$ cat src/pkg/sram_host_regs.vh
`ifndef SRAM_HOST_REGS_VH
`define SRAM_HOST_REGS_VH
// ----------------------------------------
// bus geometry
// ----------------------------------------
`define ADDR_W 17
`define DATA_W 16
// ----------------------------------------
// timing in ns (faster grade) and clock period
// ----------------------------------------
`define CLK_PERIOD_NS 25
`define READ_CYCLE_PERIOD_NS 55
`define ADDR_TO_DATA_DELAY_NS 55
`define WE_PULSE_NS 40
`define BW_PULSE_NS 50
`define DATA_SETUP_NS 25
`define OUT_DISABLE_NS 20
`define DESELECT_BEFORE_RETENTION_NS 0
// ----------------------------------------
// cycle counts: least times round up, at least one
// ----------------------------------------
`define CYC_UP(t) (((t) + `CLK_PERIOD_NS - 1) / `CLK_PERIOD_NS)
`define READ_CYC ((`CYC_UP(`READ_CYCLE_PERIOD_NS) < 1) ? 1 : `CYC_UP(`READ_CYCLE_PERIOD_NS))
`define WRITE_CYC ((`CYC_UP(`BW_PULSE_NS) < 1) ? 1 : `CYC_UP(`BW_PULSE_NS))
`define TURN_CYC ((`CYC_UP(`OUT_DISABLE_NS) < 1) ? 1 : `CYC_UP(`OUT_DISABLE_NS))
`define RECOVER_CYC `READ_CYC
`define CNT_W 4
`endif
$ cat src/hw/pin_sync.v
`timescale 1ns/1ps
`default_nettype none
module pin_sync #(
  parameter W = 16
) (
  input wire clk,
  input wire rst,
  input wire ce,
  input wire [W-1:0] d,
  output reg [W-1:0] q
);
  reg [W-1:0] meta;
  always @(posedge clk or posedge rst) begin
    if (rst) begin
      meta <= {W{1'b0}};
      q <= {W{1'b0}};
    end else if (ce) begin
      meta <= d;
      q <= meta;
    end
  end
endmodule
`default_nettype wire

$ cat src/hw/sram_host.v
// Behaviour
// - write only with select, strobe, lane low
// - write ends when any qualifier rises
// - data held past the write-ending edge
// - host drives data from the strobe-falling edge, with output enable high
// - strobe stays high during every read
// - address valid before select falls for writes, set on the same edge for reads
// - deselect before retention entry
// - wait one read cycle after retention
`timescale 1ns/1ps
`default_nettype none
`include "sram_host_regs.vh"
module sram_host (
  input wire clk,
  input wire rst,
  input wire ce,
  input wire req_valid,
  input wire req_write,
  input wire [`ADDR_W-1:0] req_addr,
  input wire [`DATA_W-1:0] req_wdata,
  input wire [1:0] req_lane,
  output wire req_ready,
  output reg rsp_valid,
  output reg [`DATA_W-1:0] rsp_rdata,
  input wire retain_req,
  output wire retain_ready,
  output reg [`ADDR_W-1:0] sram_addr,
  output reg chip_sel_n,
  output reg write_n,
  output reg out_en_n,
  output reg upper_lane_n,
  output reg lower_lane_n,
  input wire [`DATA_W-1:0] sram_dq_in,
  output reg [`DATA_W-1:0] sram_dq_out,
  output reg [`DATA_W-1:0] sram_dq_oe
);
  // ----------------------------------------
  // states
  // ----------------------------------------
  localparam IDLE = 3'd0;
  localparam RD = 3'd1;
  localparam WR_SETUP = 3'd2;
  localparam WR = 3'd3;
  localparam WR_HOLD = 3'd4;
  localparam RETAIN = 3'd5;
  localparam RECOVER = 3'd6;
  localparam TURN = 3'd7;

  localparam integer READ_I = `READ_CYC;
  localparam integer WRITE_I = `WRITE_CYC;
  localparam integer TURN_I = `TURN_CYC;
  localparam integer RECOVER_I = `RECOVER_CYC;
  localparam [`CNT_W-1:0] READ_CNT = READ_I[`CNT_W-1:0];
  localparam [`CNT_W-1:0] WRITE_CNT = WRITE_I[`CNT_W-1:0];
  localparam [`CNT_W-1:0] TURN_CNT = TURN_I[`CNT_W-1:0];
  localparam [`CNT_W-1:0] RECOVER_CNT = RECOVER_I[`CNT_W-1:0];

  reg [2:0] state;
  reg [2:0] next_state;
  reg [`CNT_W-1:0] cnt;
  reg [`CNT_W-1:0] next_cnt;
  reg [1:0] lane;
  wire [`DATA_W-1:0] dq_sync;

  // ----------------------------------------
  // data pins from outside pass two flops
  // ----------------------------------------
  pin_sync #(.W(`DATA_W)) u_sync (
    .clk(clk),
    .rst(rst),
    .ce(ce),
    .d(sram_dq_in),
    .q(dq_sync)
  );

  assign req_ready = (state == IDLE) && !retain_req;
  assign retain_ready = (state == RETAIN);

  // ----------------------------------------
  // next state
  // ----------------------------------------
  always @* begin
    next_state = state;
    next_cnt = (cnt == {`CNT_W{1'b0}}) ? cnt : cnt - {{(`CNT_W-1){1'b0}}, 1'b1};
    case (state)
      IDLE: begin
        if (retain_req) begin
          next_state = RETAIN;
        end else if (req_valid && req_lane != 2'b00) begin
          next_state = req_write ? WR_SETUP : RD;
          // read counts the read cycle time plus the two sync flops
          next_cnt = req_write ? WRITE_CNT : READ_CNT + 4'd2;
        end
      end
      RD: begin
        if (cnt == {`CNT_W{1'b0}}) begin
          next_state = TURN;
          next_cnt = TURN_CNT;
        end
      end
      WR_SETUP: next_state = WR;
      WR: begin
        if (cnt == {`CNT_W{1'b0}}) begin
          next_state = WR_HOLD;
        end
      end
      WR_HOLD: begin
        next_state = TURN;
        next_cnt = TURN_CNT;
      end
      TURN: begin
        if (cnt == {`CNT_W{1'b0}}) begin
          next_state = IDLE;
        end
      end
      RETAIN: begin
        if (!retain_req) begin
          next_state = RECOVER;
          next_cnt = RECOVER_CNT;
        end
      end
      RECOVER: begin
        if (cnt == {`CNT_W{1'b0}}) begin
          next_state = IDLE;
        end
      end
      default: next_state = IDLE;
    endcase
  end

  // ----------------------------------------
  // pins and response
  // ----------------------------------------
  always @(posedge clk or posedge rst) begin
    if (rst) begin
      state <= IDLE;
      cnt <= {`CNT_W{1'b0}};
      lane <= 2'b00;
      sram_addr <= {`ADDR_W{1'b0}};
      chip_sel_n <= 1'b1;
      write_n <= 1'b1;
      out_en_n <= 1'b1;
      upper_lane_n <= 1'b1;
      lower_lane_n <= 1'b1;
      sram_dq_out <= {`DATA_W{1'b0}};
      sram_dq_oe <= {`DATA_W{1'b0}};
      rsp_valid <= 1'b0;
      rsp_rdata <= {`DATA_W{1'b0}};
    end else if (ce) begin
      state <= next_state;
      cnt <= next_cnt;
      rsp_valid <= 1'b0;
      case (next_state)
        RD: begin
          if (state == IDLE) begin
            sram_addr <= req_addr;
            lane <= req_lane;
          end
          chip_sel_n <= 1'b0;
          write_n <= 1'b1;
          out_en_n <= 1'b0;
          upper_lane_n <= (state == IDLE) ? ~req_lane[1] : ~lane[1];
          lower_lane_n <= (state == IDLE) ? ~req_lane[0] : ~lane[0];
        end
        WR_SETUP: begin
          sram_addr <= req_addr;
          lane <= req_lane;
          out_en_n <= 1'b1;
          write_n <= 1'b1;
          chip_sel_n <= 1'b1;
          sram_dq_out <= req_wdata;
        end
        WR: begin
          chip_sel_n <= 1'b0;
          write_n <= 1'b0;
          upper_lane_n <= ~lane[1];
          lower_lane_n <= ~lane[0];
          sram_dq_oe <= {{8{lane[1]}}, {8{lane[0]}}};
        end
        WR_HOLD: begin
          // select and strobe rise on one edge, data held one more cycle
          chip_sel_n <= 1'b1;
          write_n <= 1'b1;
          upper_lane_n <= 1'b1;
          lower_lane_n <= 1'b1;
        end
        default: begin
          chip_sel_n <= 1'b1;
          write_n <= 1'b1;
          out_en_n <= 1'b1;
          upper_lane_n <= 1'b1;
          lower_lane_n <= 1'b1;
          sram_dq_oe <= {`DATA_W{1'b0}};
        end
      endcase
      if (state == RD && next_state == TURN) begin
        rsp_valid <= 1'b1;
        // disabled lanes read as zero; late sample covers hold
        rsp_rdata <= dq_sync & {{8{lane[1]}}, {8{lane[0]}}};
      end
    end
  end
endmodule
`default_nettype wire

$ cat config.mk
export PLATFORM = sky130hd
export DESIGN_NAME = sram_host
export DESIGN_NICKNAME = d
export VERILOG_FILES = /design/src/hw/pin_sync.v /design/src/hw/sram_host.v
export VERILOG_INCLUDE_DIRS = /design/src /design/src/pkg
export SDC_FILE = /design/constraint.sdc
export NUM_CORES = 1
export LEC_CHECK = 0
export BUFFER_PORTS_ARGS = -buffer_cell sky130_fd_sc_hd__buf_4
export CAP_MARGIN = 10
export CORE_MARGIN = 5
export CORE_UTILIZATION = 51
export DETAILED_ROUTE_END_ITERATION = 16
export PLACE_DENSITY_LB_ADDON = 0.12
export SYNTH_ARGS = -nofsm -noshare
export SYNTH_HDL_FRONTEND = slang
export SYNTH_SLANG_ARGS = --single-unit
export TNS_END_PERCENT = 100
$ cat constraint.sdc
create_clock -name clk -period 3.2 [get_ports clk]
set_input_delay 0.32 -clock clk [delete_from_list [all_inputs] [get_ports clk]]
set_output_delay 0.32 -clock clk [all_outputs]
set_load 0.01 [all_outputs]
==> impl_summary.txt <==
----------------------------------------------------
[Detailed routing]
  First-pass detailed-route iteration total ... 4
  Via count ... 3,027
  Starting DRC count in detailed routing ... 95
  Met3 routed WL ... 751 um
  Routed metal-1 wirelength ... 3900 um
  Via count normalized by instance count ... 5.33
  Wire per inst ... 16.2 um
  Top layer in use ... met4
  Number of design rule violations left after detail routing ... 0
  Final Routed Wirelength ... 9200 um
  Remaining number of nets flagged by the antenna check after routing ... 0
  Amount of wire on met2 after detailed routing ... 4410 um

[Floorplan]
  Number of top-level pins ... 130
  Floorplan die height ... 102 um
  Num rows ... 33
  Area of the core ... 0.00826 mm2
  Initial standard-cell utilization of the core ... 52.4%
  Die Wd ... 102 um
  Die Area ... 0.0104 mm2

[Clock tree]
  Hold buffers post-CTS ... 0
  Inserted Clock Buffers ... 9
  Gates resized, CTS repair ... 0
  Maximum number of buffers from clock root to sink ... 2
  Clock root buffer master ... sky130_fd_sc_hd__clkbuf_8
  Reg clk slew, reported paths ... 0.10 ns
  CTS tree ... built
  Post-CTS repair timing setup buffer count ... 0
  H-Tree Depth ... 3
  Later-pin clock latency in the skew report ... 0.36 ns
  Clock tree sinks ... 98

[Setup path]
  Data required time at the worst endpoint ... 3.40 ns
  Buffering stage count on the worst path with inverters included ... 2
  Worst setup EP type ... flop
  Crit path DAT ... 2.50 ns
  Startpoint kind of the worst setup timing path ... flop
  Slowest library cell on the worst path ... sky130_fd_sc_hd__nor3b_1
  Maximum fanout along the worst path ... 5
  Cell-by-cell listing of the critical path ... inv_1 > ha_1 > nor3b_1 > inv_1 > ha_1 > o21a_1 > o21ai_0 > a41oi_1
  Setup CP Type ... reg -> reg
  Slowest cell delay on critical path ... 0.47 ns
  Gate family responsible for the most delay along the worst path ... adder cells

[STA]
  Final max-slew violation count ... 0
  Total of endpoints with negative setup slack in the final report ... 0
  Minimum clock period ... 2.30 ns
  Slew at the pin closest to its max-slew limit ... 0.914 ns
  Achievable frequency ... 0.436 GHz
  Worst-case hold slack ... 0.0836 ns
  Fin worst setup slack ... 0.904 ns
  Remaining max-slew budget at the tightest pin ... 39.1%
  Final hold vios ... 0
  Crit share post-route ... 71.7%
  Setup TNS ... 0 ns
  Setup repair after global routing missed its margin ... false
  Worst-case clock skew ... 0.00982 ns

[Layout]
  Share of layout cells above drive strength 1 ... 49.0%
  Ant. Diodes ... 0
  Non-filler instance count after layout ... 568
  Post-route core utilization ... 65.7%
  Area added between synthesis and finish ... 25.4%
  Final instance area ... 0.00543 mm2
  Total Nets Final ... 517

[Power]
  Power density normalized to cell area ... 587 mW/mm2
  Worst vdd ir ... 323 uV
  Overall Power ... 3.18 mW
  Leak ... 2.64 nW

[Yosys]
  Basic-gate share of the synthesized area counting and, or, nand and nor cells ... 9.16%
  Adder-cell area share of the yosys netlist ... 0.578%
  Synth Instances ... 347
  Portion of the post-synthesis area used by sequential elements ... 56.8%
  Area of the mapped netlist ... 0.00433 mm2
  Library cells used by synthesis ... 50
  Share of the synthesized netlist area taken by xor and xnor gates ... 0%
  Mux contribution to synthesized area ... 19.0%
  Synth Area per Inst ... 12.5 um2
  Leading area contributor after synthesis ... sky130_fd_sc_hd__dfrtp_1
  Number of enable flip-flop cells after synthesis ... 0
  Most frequently used flop master after synthesis ... sky130_fd_sc_hd__dfrtp_1
  Top cell type's share of synthesized area ... 53.8%
  Post-synthesis register bit count ... 98
  Post-Synthesis Net Count ... 406
  Synth area leaders ... sky130_fd_sc_hd__dfrtp_1 54%, sky130_fd_sc_hd__mux2_2 15%, sky130_fd_sc_hd__nand2_1 3.8%, sky130_fd_sc_hd__mux2_4 3.5%, sky130_fd_sc_hd__dfstp_2 3.0%
  Synthesis Warnings ... 0
  Largest family of logic cells by synthesized area ... multiplexers
  Fraction of registers with async set/reset ... 100%
  Area fraction in compound gates after synthesis ... 8.44%

[Place]
  DPL Wire Length ... 6670 um
  Setup WS pre-CTS ... 0.913 ns
  Total placed instance area ... 0.00525 mm2
  Cell count after placement ... 552
  Final weighted congestion in routability-driven placement ... 0.895
  Count of buffers from port buffering ... 129

[Run status]
  Status ... finished clean

[GRT]
  Initial antenna violation count ... 0
  Maximum number of pins on one net before global-route repair ... 57
  GRT Overall Usage ... 18.0%
  Global-route wire length before repair ... 14,800 um
  Vias in the first global route ... 3,142
  Overflow left after global routing ... 0

[Run]
  Max-Cap Viols ... 0

[Min path]
  Worst Hold Class ... in -> async

----------------------------------------------------
==> worst paths after layout <==
path	from	slack, ns	cells after the start	endpoint
worst max-delay path	cnt[0]	0.90	8	cnt[0]
worst min-delay path	rst	0.08	2	sram_addr[11]
worst max register to register	cnt[0]	0.90	8	cnt[0]
worst min register to register	rsp_rdata[3]	0.48	2	rsp_rdata[3]
max in group asynchronous	rst	2.39	3	out_en_n
min in group clk	req_addr[4]	0.19	2	sram_addr[4]
==> worst reg2reg max path: stages (launching register included) <==
cell                      delay, ns
sky130_fd_sc_hd__dfrtp_1       0.43
sky130_fd_sc_hd__inv_1         0.07
sky130_fd_sc_hd__ha_1          0.21
sky130_fd_sc_hd__nor3b_1       0.47
sky130_fd_sc_hd__inv_1         0.18
sky130_fd_sc_hd__ha_1          0.32
sky130_fd_sc_hd__o21a_1        0.18
sky130_fd_sc_hd__o21ai_0       0.15
sky130_fd_sc_hd__a41oi_1       0.13
==> cells in the final DEF (no fill, tap or decap), drive strengths merged, types with 4 or more instances in the layout <==
master and instances:
nand3 5, dfstp 5, a21oi 4, clkbuf 10, nor2b 4, nor2 6, inv 14, mux2 67
nand2 45, dfrtp 93, o21ai 26, buf 132
==> registers in the layout, summed over array words and instances (netlist names), 2 cells and up <==
register,count
sram_addr,17
rsp_rdata,16
u_sync.meta,16
state,3
u_sync.q,16
sram_dq_oe,2
sram_dq_out,16
cnt,4
lane,2
==> layer usage <==
layer  global-route usage, %  vias to the layer above
li1                        -                     1424
met1                    23.7                     1468
met2                    28.2                      120
met3                    4.78                       15
met4                    7.77                        0
met5                       0                        -
==> synth_stat cells, drive strengths merged, types with 2 or more instances <==
cell type and instances:
o32ai 2, o21ai 26, dfrtp 93, o211ai 3, ha 2, clkbuf 10, o22a 3, nor2b 4
inv 12, a21o 2, mux2 67, nand4 3, a32oi 2, nand2b 3, a21oi 4, nor2 6
buf 22, nand3 5, o21a 2, or2 2, mux2i 3, dfstp 5, nand2 45, and4b 2
==> layout make-up <==
type / instances / area [um2]
fillers: 654 / 2830
flip-flops and latches: 98 / 2460
multi-input cells: 205 / 1610
repair buffers: 132 / 1000
well taps: 105 / 131
clock buffers: 10 / 128
clock inverters: 6 / 50.0
inverters: 12 / 47.5
==> cell families (layout without fill, tap and decap cells) <==
| logic type | Yosys count | in the layout |
|---|---|---|
| adders and majority gates | 2 | 2 |
| DFF | 98 | 98 |
| AOI/OAI and AO/OA | 54 | 54 |
| buffers and inverters | 44 | 160 |
| and+or+nand+nor | 79 | 79 |
| muxes | 70 | 70 |
==> power by group <==
| part | leakage (nW) | total [mW] | internal (mW) | switching [mW] |
|---|---|---|---|---|
| clock network | 0.0888 | 0.733 | 0.293 | 0.440 |
| logic | 1.31 | 0.815 | 0.455 | 0.360 |
| registers | 1.24 | 1.64 | 1.45 | 0.191 |
Power figures use the tool's default switching activity.
